$ cat src/inc/pmm_pkg.sv
// Shared constants and types for the power mode manager
package pmm_pkg;

    // ------------------------------------------------------------------
    // Clock rates and the low-power oscillator tick
    // ------------------------------------------------------------------
    localparam int unsigned REF_CLK_HZ     = 100_000_000;
    localparam int unsigned LPO_CLK_HZ     = 32_768;
    // Nearest whole number of reference cycles per low-power tick
    localparam int unsigned LPO_DIV_CYCLES = (REF_CLK_HZ + (LPO_CLK_HZ / 2)) / LPO_CLK_HZ;
    localparam int          LPO_DIV_W      = 12;
    localparam int          LPC_TICK_W     = 16;
    localparam int          LPC_WAKE_TICKS_DEF = 1024;
    localparam int          PERIOD_W_DEF   = 24;

    // ------------------------------------------------------------------
    // Power states, highest power first
    // ------------------------------------------------------------------
    typedef enum logic [1:0] {
        PMM_ACTIVE,
        PMM_IDLE,
        PMM_SLEEP,
        PMM_DEEP_OFF
    } pmm_state_t;

    // ------------------------------------------------------------------
    // Carriers
    // ------------------------------------------------------------------
    typedef struct packed {
        logic tx;
        logic rx;
        logic pll;
        logic pa;
    } pmm_rf_pd_t;

    typedef struct packed {
        logic step_down;
        logic wake;
    } pmm_req_t;

    typedef struct packed {
        logic core_supply_en;
        logic power_amp_supply_en;
        logic regulator_en;
    } pmm_supply_t;

    localparam pmm_rf_pd_t  RF_PD_RESET  = 4'h0;
    localparam pmm_rf_pd_t  RF_PD_ALL    = 4'hF;
    localparam pmm_supply_t SUPPLY_RESET = 3'h7;
    localparam logic        SYNC_RESET   = 1'h0;

endpackage

$ cat src/hdl/pmm_top.sv
// Power mode manager: power states, supply gating, radio power-down, LPO wake
`timescale 1ns/1ps
module pmm_top
    import pmm_pkg::*;
#(
    parameter int PERIOD_W       = PERIOD_W_DEF,
    parameter int LPC_WAKE_TICKS = LPC_WAKE_TICKS_DEF
)
(
    input  wire logic          REF_CLK_IN,
    input  wire logic          RST_IN,
    input  wire logic          USER_EVENT_IN,
    input  wire logic [PERIOD_W-1:0] IDLE_PERIOD_IN,
    input  wire pmm_req_t      SW_REQ_IN,
    input  wire pmm_req_t      BB_REQ_IN,
    input  wire pmm_rf_pd_t    SW_RF_PD_IN,
    input  wire pmm_rf_pd_t    BB_RF_PD_IN,
    input  wire logic          PKT_DYN_EN_IN,
    input  wire logic          PKT_TX_ON_IN,
    input  wire logic          PKT_RX_ON_IN,
    input  wire logic          FW_REG_OFF_EN_IN,
    input  wire logic          LPC_ENTER_IN,
    output pmm_state_t         STATE_OUT,
    output pmm_supply_t        SUPPLY_OUT,
    output pmm_rf_pd_t         RF_PD_OUT,
    output logic               LPO_MODE_OUT,
    output logic               LPC_WAKE_OUT,
    output logic               IO_WAKE_OUT
);

    localparam logic [LPO_DIV_W-1:0]  LPO_DIV_LAST = LPO_DIV_W'(LPO_DIV_CYCLES - 1);
    localparam logic [LPC_TICK_W-1:0] LPC_LAST     = LPC_TICK_W'(LPC_WAKE_TICKS - 1);

    // ------------------------------------------------------------------
    // User activity input, kept in the always-on io-supply domain
    // ------------------------------------------------------------------
    logic activity;

    // Activity pin crosses from outside the clock domain
    pmm_sync3 u_act_sync (
        .clk_in    (REF_CLK_IN),
        .rst_in    (RST_IN),
        .pin_in    (USER_EVENT_IN),
        .level_out (activity)
    );

    // ------------------------------------------------------------------
    // Power state machine and inactivity timer
    // ------------------------------------------------------------------
    pmm_state_t          state_ff;
    pmm_state_t          nxt_state;
    logic [PERIOD_W-1:0] idle_cnt_ff;
    logic [PERIOD_W-1:0] nxt_idle_cnt;
    logic                expire;
    logic                wake_req;
    logic                step_req;

    // One step toward lower power; deep off is the floor
    function automatic pmm_state_t lower_state(input pmm_state_t cur);
        pmm_state_t res;
        res = cur;
        unique case (cur)
            PMM_ACTIVE:   res = PMM_IDLE;
            PMM_IDLE:     res = PMM_SLEEP;
            PMM_SLEEP:    res = PMM_DEEP_OFF;
            PMM_DEEP_OFF: res = PMM_DEEP_OFF;
        endcase
        return res;
    endfunction

    // Activity outranks every request so a user never waits on software
    always_comb
    begin
        wake_req     = SW_REQ_IN.wake | BB_REQ_IN.wake;
        step_req     = SW_REQ_IN.step_down | BB_REQ_IN.step_down;
        expire       = (idle_cnt_ff >= IDLE_PERIOD_IN);
        nxt_state    = state_ff;
        if (activity || wake_req)
        begin
            nxt_state = PMM_ACTIVE;
        end
        else if (expire || step_req)
        begin
            nxt_state = lower_state(state_ff);
        end
        // Timer holds at zero in deep off; only activity or a wake request can leave it
        if (activity || (nxt_state != state_ff) || (state_ff == PMM_DEEP_OFF))
        begin
            nxt_idle_cnt = '0;
        end
        else if (!expire)
        begin
            nxt_idle_cnt = idle_cnt_ff + PERIOD_W'(1);
        end
        else
        begin
            nxt_idle_cnt = idle_cnt_ff;
        end
    end

    // ------------------------------------------------------------------
    // Supply gating and radio power-down controls
    // ------------------------------------------------------------------
    pmm_supply_t supply_ff;
    pmm_supply_t nxt_supply;
    pmm_rf_pd_t  rf_pd_ff;
    pmm_rf_pd_t  nxt_rf_pd;
    logic        io_wake_ff;
    logic        nxt_io_wake;

    // Outputs follow the next state so they line up with STATE_OUT
    always_comb
    begin
        nxt_supply.core_supply_en      = (nxt_state != PMM_DEEP_OFF);
        nxt_supply.power_amp_supply_en = (nxt_state != PMM_DEEP_OFF);
        nxt_supply.regulator_en        = !((nxt_state == PMM_DEEP_OFF)
                                           && FW_REG_OFF_EN_IN);
        nxt_io_wake = (state_ff == PMM_DEEP_OFF) && (nxt_state == PMM_ACTIVE);
        nxt_rf_pd   = SW_RF_PD_IN | BB_RF_PD_IN;
        // Within a packet only the path in use stays powered
        if (PKT_DYN_EN_IN)
        begin
            nxt_rf_pd.tx  = nxt_rf_pd.tx  | !PKT_TX_ON_IN;
            nxt_rf_pd.pa  = nxt_rf_pd.pa  | !PKT_TX_ON_IN;
            nxt_rf_pd.rx  = nxt_rf_pd.rx  | !PKT_RX_ON_IN;
            nxt_rf_pd.pll = nxt_rf_pd.pll | !(PKT_TX_ON_IN | PKT_RX_ON_IN);
        end
        if (nxt_state == PMM_DEEP_OFF)
        begin
            nxt_rf_pd = RF_PD_ALL;
        end
    end

    // ------------------------------------------------------------------
    // Low-power connection mode on the LPO tick
    // ------------------------------------------------------------------
    logic [LPO_DIV_W-1:0]  lpo_div_ff;
    logic [LPO_DIV_W-1:0]  nxt_lpo_div;
    logic                  lpo_tick;
    logic                  lpc_ff;
    logic                  nxt_lpc;
    logic [LPC_TICK_W-1:0] lpc_cnt_ff;
    logic [LPC_TICK_W-1:0] nxt_lpc_cnt;
    logic                  lpc_wake_ff;
    logic                  nxt_lpc_wake;

    // Divider runs free, so the first wake tick can come up to one tick early
    always_comb
    begin
        lpo_tick     = (lpo_div_ff == LPO_DIV_LAST);
        nxt_lpo_div  = lpo_tick ? '0 : (lpo_div_ff + LPO_DIV_W'(1));
        nxt_lpc      = lpc_ff;
        nxt_lpc_cnt  = lpc_cnt_ff;
        nxt_lpc_wake = 1'b0;
        if (!lpc_ff && LPC_ENTER_IN && (state_ff != PMM_DEEP_OFF))
        begin
            nxt_lpc     = 1'b1;
            nxt_lpc_cnt = '0;
        end
        else if (lpc_ff && lpo_tick)
        begin
            if (lpc_cnt_ff == LPC_LAST)
            begin
                nxt_lpc      = 1'b0;
                nxt_lpc_wake = 1'b1;
            end
            else
            begin
                nxt_lpc_cnt = lpc_cnt_ff + LPC_TICK_W'(1);
            end
        end
    end

    // ------------------------------------------------------------------
    // Registers
    // ------------------------------------------------------------------
    always_ff @(posedge REF_CLK_IN)
    begin
        if (RST_IN)
        begin
            state_ff    <= PMM_ACTIVE;
            idle_cnt_ff <= '0;
            supply_ff   <= SUPPLY_RESET;
            rf_pd_ff    <= RF_PD_RESET;
            io_wake_ff  <= 1'b0;
            lpo_div_ff  <= '0;
            lpc_ff      <= 1'b0;
            lpc_cnt_ff  <= '0;
            lpc_wake_ff <= 1'b0;
        end
        else
        begin
            state_ff    <= nxt_state;
            idle_cnt_ff <= nxt_idle_cnt;
            supply_ff   <= nxt_supply;
            rf_pd_ff    <= nxt_rf_pd;
            io_wake_ff  <= nxt_io_wake;
            lpo_div_ff  <= nxt_lpo_div;
            lpc_ff      <= nxt_lpc;
            lpc_cnt_ff  <= nxt_lpc_cnt;
            lpc_wake_ff <= nxt_lpc_wake;
        end
    end

    assign STATE_OUT    = state_ff;
    assign SUPPLY_OUT   = supply_ff;
    assign RF_PD_OUT    = rf_pd_ff;
    assign LPO_MODE_OUT = lpc_ff;
    assign LPC_WAKE_OUT = lpc_wake_ff;
    assign IO_WAKE_OUT  = io_wake_ff;

    // ------------------------------------------------------------------
    // Assertions
    // ------------------------------------------------------------------
    property p_four_states;
        @(posedge REF_CLK_IN) disable iff (RST_IN)
        state_ff inside {PMM_ACTIVE, PMM_IDLE, PMM_SLEEP, PMM_DEEP_OFF};
    endproperty
    a_four_states: assert property (p_four_states)
        else $error("state left the four legal power states");

    property p_step_on_expire;
        @(posedge REF_CLK_IN) disable iff (RST_IN)
        (state_ff == PMM_ACTIVE && !activity && !wake_req && expire)
            |=> (state_ff == PMM_IDLE && idle_cnt_ff == '0);
    endproperty
    a_step_on_expire: assert property (p_step_on_expire)
        else $error("expired period did not step active to idle");

    property p_activity_wakes;
        @(posedge REF_CLK_IN) disable iff (RST_IN)
        (activity && state_ff != PMM_ACTIVE) |=> (state_ff == PMM_ACTIVE);
    endproperty
    a_activity_wakes: assert property (p_activity_wakes)
        else $error("activity did not return straight to active");

    property p_deep_supplies;
        @(posedge REF_CLK_IN) disable iff (RST_IN)
        (state_ff == PMM_DEEP_OFF)
            |-> (!SUPPLY_OUT.core_supply_en && !SUPPLY_OUT.power_amp_supply_en
                 && RF_PD_OUT == RF_PD_ALL);
    endproperty
    a_deep_supplies: assert property (p_deep_supplies)
        else $error("supplies still on in deep power-off");

    property p_io_wake;
        @(posedge REF_CLK_IN) disable iff (RST_IN)
        (state_ff == PMM_DEEP_OFF && activity)
            |=> (IO_WAKE_OUT && SUPPLY_OUT.core_supply_en) ##1 !IO_WAKE_OUT;
    endproperty
    a_io_wake: assert property (p_io_wake)
        else $error("user event did not restore power from deep off");

    property p_bb_rf_pd;
        @(posedge REF_CLK_IN) disable iff (RST_IN)
        (BB_RF_PD_IN.pll && BB_RF_PD_IN.rx) |=> (RF_PD_OUT.pll && RF_PD_OUT.rx);
    endproperty
    a_bb_rf_pd: assert property (p_bb_rf_pd)
        else $error("baseband power-down request not passed to radio");

    property p_pkt_dynamic;
        @(posedge REF_CLK_IN) disable iff (RST_IN)
        (PKT_DYN_EN_IN && !PKT_TX_ON_IN) |=> (RF_PD_OUT.tx && RF_PD_OUT.pa);
    endproperty
    a_pkt_dynamic: assert property (p_pkt_dynamic)
        else $error("transmit path left powered outside packet transmit");

    property p_lpc_enter;
        @(posedge REF_CLK_IN) disable iff (RST_IN)
        (!lpc_ff && LPC_ENTER_IN && state_ff != PMM_DEEP_OFF)
            |=> LPO_MODE_OUT && !LPC_WAKE_OUT;
    endproperty
    a_lpc_enter: assert property (p_lpc_enter)
        else $error("low-power connection mode not entered");

    property p_sw_step;
        @(posedge REF_CLK_IN) disable iff (RST_IN)
        (SW_REQ_IN.step_down && !activity && !wake_req && state_ff == PMM_IDLE)
            |=> (state_ff == PMM_SLEEP);
    endproperty
    a_sw_step: assert property (p_sw_step)
        else $error("software step-down request ignored");

    property p_regulator_off;
        @(posedge REF_CLK_IN) disable iff (RST_IN)
        (nxt_state == PMM_DEEP_OFF && FW_REG_OFF_EN_IN) |=> !SUPPLY_OUT.regulator_en;
    endproperty
    a_regulator_off: assert property (p_regulator_off)
        else $error("regulator not disabled on deep power-off entry");

    property p_timer_restart;
        @(posedge REF_CLK_IN) disable iff (RST_IN)
        (activity || $changed(state_ff)) |-> ##[0:1] (idle_cnt_ff == '0);
    endproperty
    a_timer_restart: assert property (p_timer_restart)
        else $error("inactivity timer not restarted");

    property p_reset_state;
        @(posedge REF_CLK_IN) disable iff (RST_IN)
        $past(RST_IN) |-> (STATE_OUT == PMM_ACTIVE && RF_PD_OUT == RF_PD_RESET);
    endproperty
    a_reset_state: assert property (p_reset_state)
        else $error("wrong state or radio controls after reset");

endmodule

$ cat src/hdl/pmm_sync3.sv
// Three-stage synchroniser with agreement filter for a pin input
`timescale 1ns/1ps
module pmm_sync3
    import pmm_pkg::*;
(
    input  wire logic clk_in,
    input  wire logic rst_in,
    input  wire logic pin_in,
    output logic      level_out
);

    logic [2:0] chain_ff;
    logic [2:0] nxt_chain;
    logic       level_ff;
    logic       nxt_level;

    // ------------------------------------------------------------------
    // Next values
    // ------------------------------------------------------------------
    // Stage 0 is read only by stage 1; the filter looks at stages 1 and 2
    always_comb
    begin
        nxt_chain = {chain_ff[1:0], pin_in};
        nxt_level = level_ff;
        if (chain_ff[1] == chain_ff[2])
        begin
            nxt_level = chain_ff[2];
        end
    end

    // Registers
    always_ff @(posedge clk_in)
    begin
        if (rst_in)
        begin
            chain_ff <= {3{SYNC_RESET}};
            level_ff <= SYNC_RESET;
        end
        else
        begin
            chain_ff <= nxt_chain;
            level_ff <= nxt_level;
        end
    end

    assign level_out = level_ff;

endmodule

$ cat config.mk
export PLATFORM = sky130hd
export DESIGN_NAME = pmm_top
export DESIGN_NICKNAME = d
export VERILOG_FILES = /design/src/inc/pmm_pkg.sv /design/src/hdl/pmm_top.sv /design/src/hdl/pmm_sync3.sv
export SDC_FILE = /design/constraint.sdc
export NUM_CORES = 1
export LEC_CHECK = 0
export BUFFER_PORTS_ARGS = -buffer_cell sky130_fd_sc_hd__buf_2
export CAP_MARGIN = 20
export CELL_PAD_IN_SITES_DETAIL_PLACEMENT = 0
export CELL_PAD_IN_SITES_GLOBAL_PLACEMENT = 1
export CORE_MARGIN = 3
export CORE_UTILIZATION = 45
export CTS_BUF_LIST = sky130_fd_sc_hd__clkbuf_8 sky130_fd_sc_hd__clkbuf_16
export CTS_CLUSTER_DIAMETER = 80
export CTS_CLUSTER_SIZE = 24
export DETAILED_ROUTE_END_ITERATION = 10
export GPL_TIMING_DRIVEN = 0
export PLACE_DENSITY = 0.86
export SYNTH_ARGS = -nofsm -noshare
export SYNTH_HDL_FRONTEND = slang
export SYNTH_SLANG_ARGS = --single-unit
$ cat constraint.sdc
create_clock -name REF_CLK_IN -period 6.77 [get_ports REF_CLK_IN]
set_clock_uncertainty 0.05 [all_clocks]
set_input_delay 0.3385 -clock REF_CLK_IN [delete_from_list [all_inputs] [get_ports REF_CLK_IN]]
set_output_delay 0.3385 -clock REF_CLK_IN [all_outputs]
set_load 0.02 [all_outputs]
==> results.txt <==
Of the total power, the share spent switching nets is 22.76%. The met3 capacity usage during global routing was 2.965%; the number of violations of the max-capacitance limit was 0. Routed via count divided by cell count: 5.019. By startpoint and endpoint, the worst setup path is classified as register to register.

Clock tree synthesis inserted a total of 9 buffers. The switching power of the nets is 0.0001892 W. The net count of the finished layout is 554.

After routing, the total negative slack on setup checks comes to 0 ns. The final critical path takes up 46.36% of the cycle. When the netlist entered floorplanning its net count stood at 488.

The pin count of the biggest net entering global routing is 13, and the clock period minus worst slack is 3.139 ns. Across every metal layer, demand over resource in global routing totals 16.90%. The sum of net half-perimeters after detailed placement was 5.297 mm. Setup repair after global routing left no endpoint under its margin.

The die outline area is 0.008827 mm2, and the met1 global-route usage is 20.95%. The chip height was 93.95 um. The class of the tightest hold or removal check is primary input to register.

In this run the cell area of the synthesized design comes to 0.003481 mm2. The number of filler cells placed in the layout was 720. TritonCTS built the clock tree. The analysis attributes to cell leakage a power of 1.658 nW.

After technology mapping, the gate count stands at 417. The global-route layer with the greatest usage was met2. The most numerous cell in the Yosys netlist was sky130_fd_sc_hd__dfxtp_1. Clock-pin slew was measured on the worst setup and hold paths at 0.07 ns.

The run gives 0 as the final routed DRC violation total. STA classifies the critical path endpoint as a register. The final max-slew violation count was 0. For this design the top-level I/O count stands at 56. For the post-layout utilization of the core, the log shows 55.72%. In this run, distinct cell masters in the synthesized netlist total 44.

The internal power of the cells totals 0.0006417 W. The library cell contributing the largest single delay on the critical path was sky130_fd_sc_hd__nor3_1. For the insertion delay to the later sink of the worst-skew pair, the log shows 0.34 ns.

The tools report the category of the worst setup path launch point as a register. The tools report the count of vias placed by the detailed router as 2946. The tools report the number of endpoints failing setup at the final stage as 0.

The final antenna-violating net count came out at 0. The post-CTS setup repair buffer count was 0; the via count of the first global-routing pass was 2848. For the first-pass GRT wire length, the log shows 12.12 mm. The flow ran to the end, and the final reports show no timing, DRC or antenna violations.

The total routed wirelength is 6.868 mm. The tools report the number of hold violations in the final report as 0. The initial utilization of the core area, before any placement, comes to 47.23%. By area the synthesized netlist is led by sky130_fd_sc_hd__dfxtp_1 (39%), sky130_fd_sc_hd__ha_1 (9.7%), sky130_fd_sc_hd__nor2_1 (6.6%), sky130_fd_sc_hd__xnor2_1 (6.5%), sky130_fd_sc_hd__xor2_1 (4.8%). The final weighted congestion in routability-driven placement was 0.7657. Synthesis inferred 67 register bits.

Data on the critical path arrives at its endpoint at 3.30 ns. The count of port buffers added during placement works out to 55. Counting flops with a built-in enable in the synthesized netlist gives 0. The tools report the starting DRC count in detailed routing as 97. Traced cell by cell, the critical path runs through ha_1 > nand4_1 > nand2b_1 > o22ai_1 > or2_2 > clkbuf_1 > nor4_1 > nor3_1 > clkbuf_1 > nor2_1. The average wire per cell in the routed design is 11.70 um, and the largest vdd supply drop is 0.0001069 V. The fraction of final layout cells sized beyond drive strength 1 is 17.21%, and the sum of overflow across all layers after global routing is 0.

For this run, the top clock speed supported by timing is 318.6 MHz. The core region is 0.007370 mm2. The cell that appears most often on the critical path is sky130_fd_sc_hd__clkbuf_1. The pre-antenna-repair detailed-routing pass consisted of 4 iterations.

Total power for the finished layout comes to 0.0008309 W. The worst path meets setup with 3.631 ns of slack. Primary flip-flop cell chosen by synthesis mapping: sky130_fd_sc_hd__dfxtp_1. The share of total power dissipated in sequential elements is 48.8%. sky130_fd_sc_hd__dfxtp_1 takes more of the synthesized area than any other cell. The normalized max-slew margin is 49.59%, and the area growth from synthesis to layout is 17.97%.

In this run the worst path has a maximum fanout of 10. The tools report the diode insertion count for antenna repair as 0. The chip width is 93.95 um, and the Yosys warning count is 0. The number of clock sinks is 67.

Sorting the synthesized cells by how often they occur yields sky130_fd_sc_hd__dfxtp_1 (67), sky130_fd_sc_hd__nor2_1 (61), sky130_fd_sc_hd__inv_1 (39). Data on the critical path is required at its endpoint by 6.93 ns. The logs give 29.04% for the met2 track utilization from global routing and 0 for the number of hold buffers added after CTS.

The clock network accounts for 44.6% of the total power. The largest single stage delay on the critical path is 0.64 ns. The floorplan has 31 rows. The tree is rooted in a sky130_fd_sc_hd__clkbuf_8. The share of total power dissipated in combinational logic is 6.7%.

The H-tree was split into 3 levels. Post-CTS repair changed the size of 0 cells. The run gives 0.001341 mm2 as the register area. Setup slack after placement: 3.435 ns. In the final layout, the multi-input gates occupy 0.001944 mm2. The fraction of the yosys area taken by sequential cells is 38.53%.

The area share of the largest cell type after synthesis is 38.53%, and the slew at the pin closest to its max-slew limit is 0.7504 ns. The total power divided by cell area works out to 202.3 mW/mm2. A synthesized cell averages 8.347 um2.

Maximum buffer depth of the clock tree: 2. The tools report the initial antenna violation count as 0. Post-synthesis async set-or-reset flop share: 0%.
==> critical path, delay by kind of cell, from the launching register on <==
| family | cells | cell delay (ns) |
|---|---|---|
| flops | 1 | 0.34 |
| simple gates | 6 | 1.46 |
| buf+inv | 2 | 0.64 |
| compound gates | 1 | 0.22 |
| fa+ha+maj | 1 | 0.30 |
==> final timing paths <==
kind,from,slack [ns],cells after the start,endpoint
setup / recovery,idle_cnt_ff[21],3.63,10,idle_cnt_ff[6]
hold reg to reg,u_act_sync.chain_ff[0],0.39,1,u_act_sync.chain_ff[1]
hold / removal,FW_REG_OFF_EN_IN,0.17,2,SUPPLY_OUT[0]
setup reg to reg,idle_cnt_ff[21],3.63,10,idle_cnt_ff[6]
==> state kept, by name, summed over array words and instances, names as in the netlist <==
signal / cells
u_act_sync.level_out: 1
LPC_WAKE_OUT: 1
STATE_OUT: 2
lpc_cnt_ff: 16
lpo_div_ff: 12
u_act_sync.chain_ff: 3
SUPPLY_OUT: 2
idle_cnt_ff: 24
IO_WAKE_OUT: 1
RF_PD_OUT: 4
LPO_MODE_OUT: 1
==> through the flow <==
step	hold slack [ns]	cells	instance area, um2
finish	0.1681	587	4106
global route	0.1867	587	4106
CTS	0.1590	587	4106
detailed placement	0.3770	571	3880
global placement	0.3697	571	3880
floorplan	0.3638	417	3481
==> power groups by stage <==
stage | registers (W) | logic [W] | clock network (W)
final | 0.000405 | 0.0000553 | 0.000370
after CTS | 0.000405 | 0.0000565 | 0.000379
after global routing | 0.000406 | 0.0000647 | 0.000396
after detailed placement | 0.000414 | 0.0000562 | 0
after global placement | 0.000414 | 0.0000539 | 0
after floorplan | 0.000416 | 0.0000292 | 0
==> per-layer routing <==
layer	vias to the layer above	routed length [um]
li1	1546	-
met1	1344	3209
met2	46	3295
met3	10	257
met4	0	105
met5	-	0
==> layout make-up <==
cell class	count	area share, %
plain buffers	12	1.188
clock buffers	10	3.352
clock inverters	6	2.163
inverters	39	3.565
multi-input cells	299	47.35
flip-flops and latches	67	32.66
well taps	99	3.016
repair buffers	55	6.703
==> cells by family (layout without fill, tap and decap cells) <==
logic type | Yosys count | after routing | share of synthesized area, %
buffers and inverters | 51 | 122 | 5.608
AO/OA/AOI/OAI | 44 | 44 | 8.232
multiplexers | 1 | 1 | 0.2876
flip-flops | 67 | 67 | 38.53
adder cells (fa/ha/maj) | 27 | 27 | 9.705
XOR/XNOR | 45 | 45 | 11.32
AND/OR/NAND/NOR | 182 | 182 | 26.31
==> cell usage in the layout (no fill, tap or decap), types with 10 or more instances in the layout <==
| master | Yosys | layout |
|---|---|---|
| sky130_fd_sc_hd__ha_1 | 27 | 27 |
| sky130_fd_sc_hd__nand2_1 | 27 | 27 |
| sky130_fd_sc_hd__clkbuf_8 | 0 | 10 |
| sky130_fd_sc_hd__nor2_1 | 61 | 61 |
| sky130_fd_sc_hd__dfxtp_1 | 67 | 67 |
| sky130_fd_sc_hd__o21ai_0 | 13 | 13 |
| sky130_fd_sc_hd__xnor2_1 | 26 | 26 |
| sky130_fd_sc_hd__a21oi_1 | 17 | 17 |
| sky130_fd_sc_hd__buf_2 | 0 | 55 |
| sky130_fd_sc_hd__inv_1 | 39 | 39 |
| sky130_fd_sc_hd__xor2_1 | 19 | 19 |
| sky130_fd_sc_hd__nand3_1 | 17 | 17 |
| sky130_fd_sc_hd__nor3_1 | 23 | 23 |
| sky130_fd_sc_hd__nand4_1 | 10 | 10 |
(Power assumes the default switching activity.)
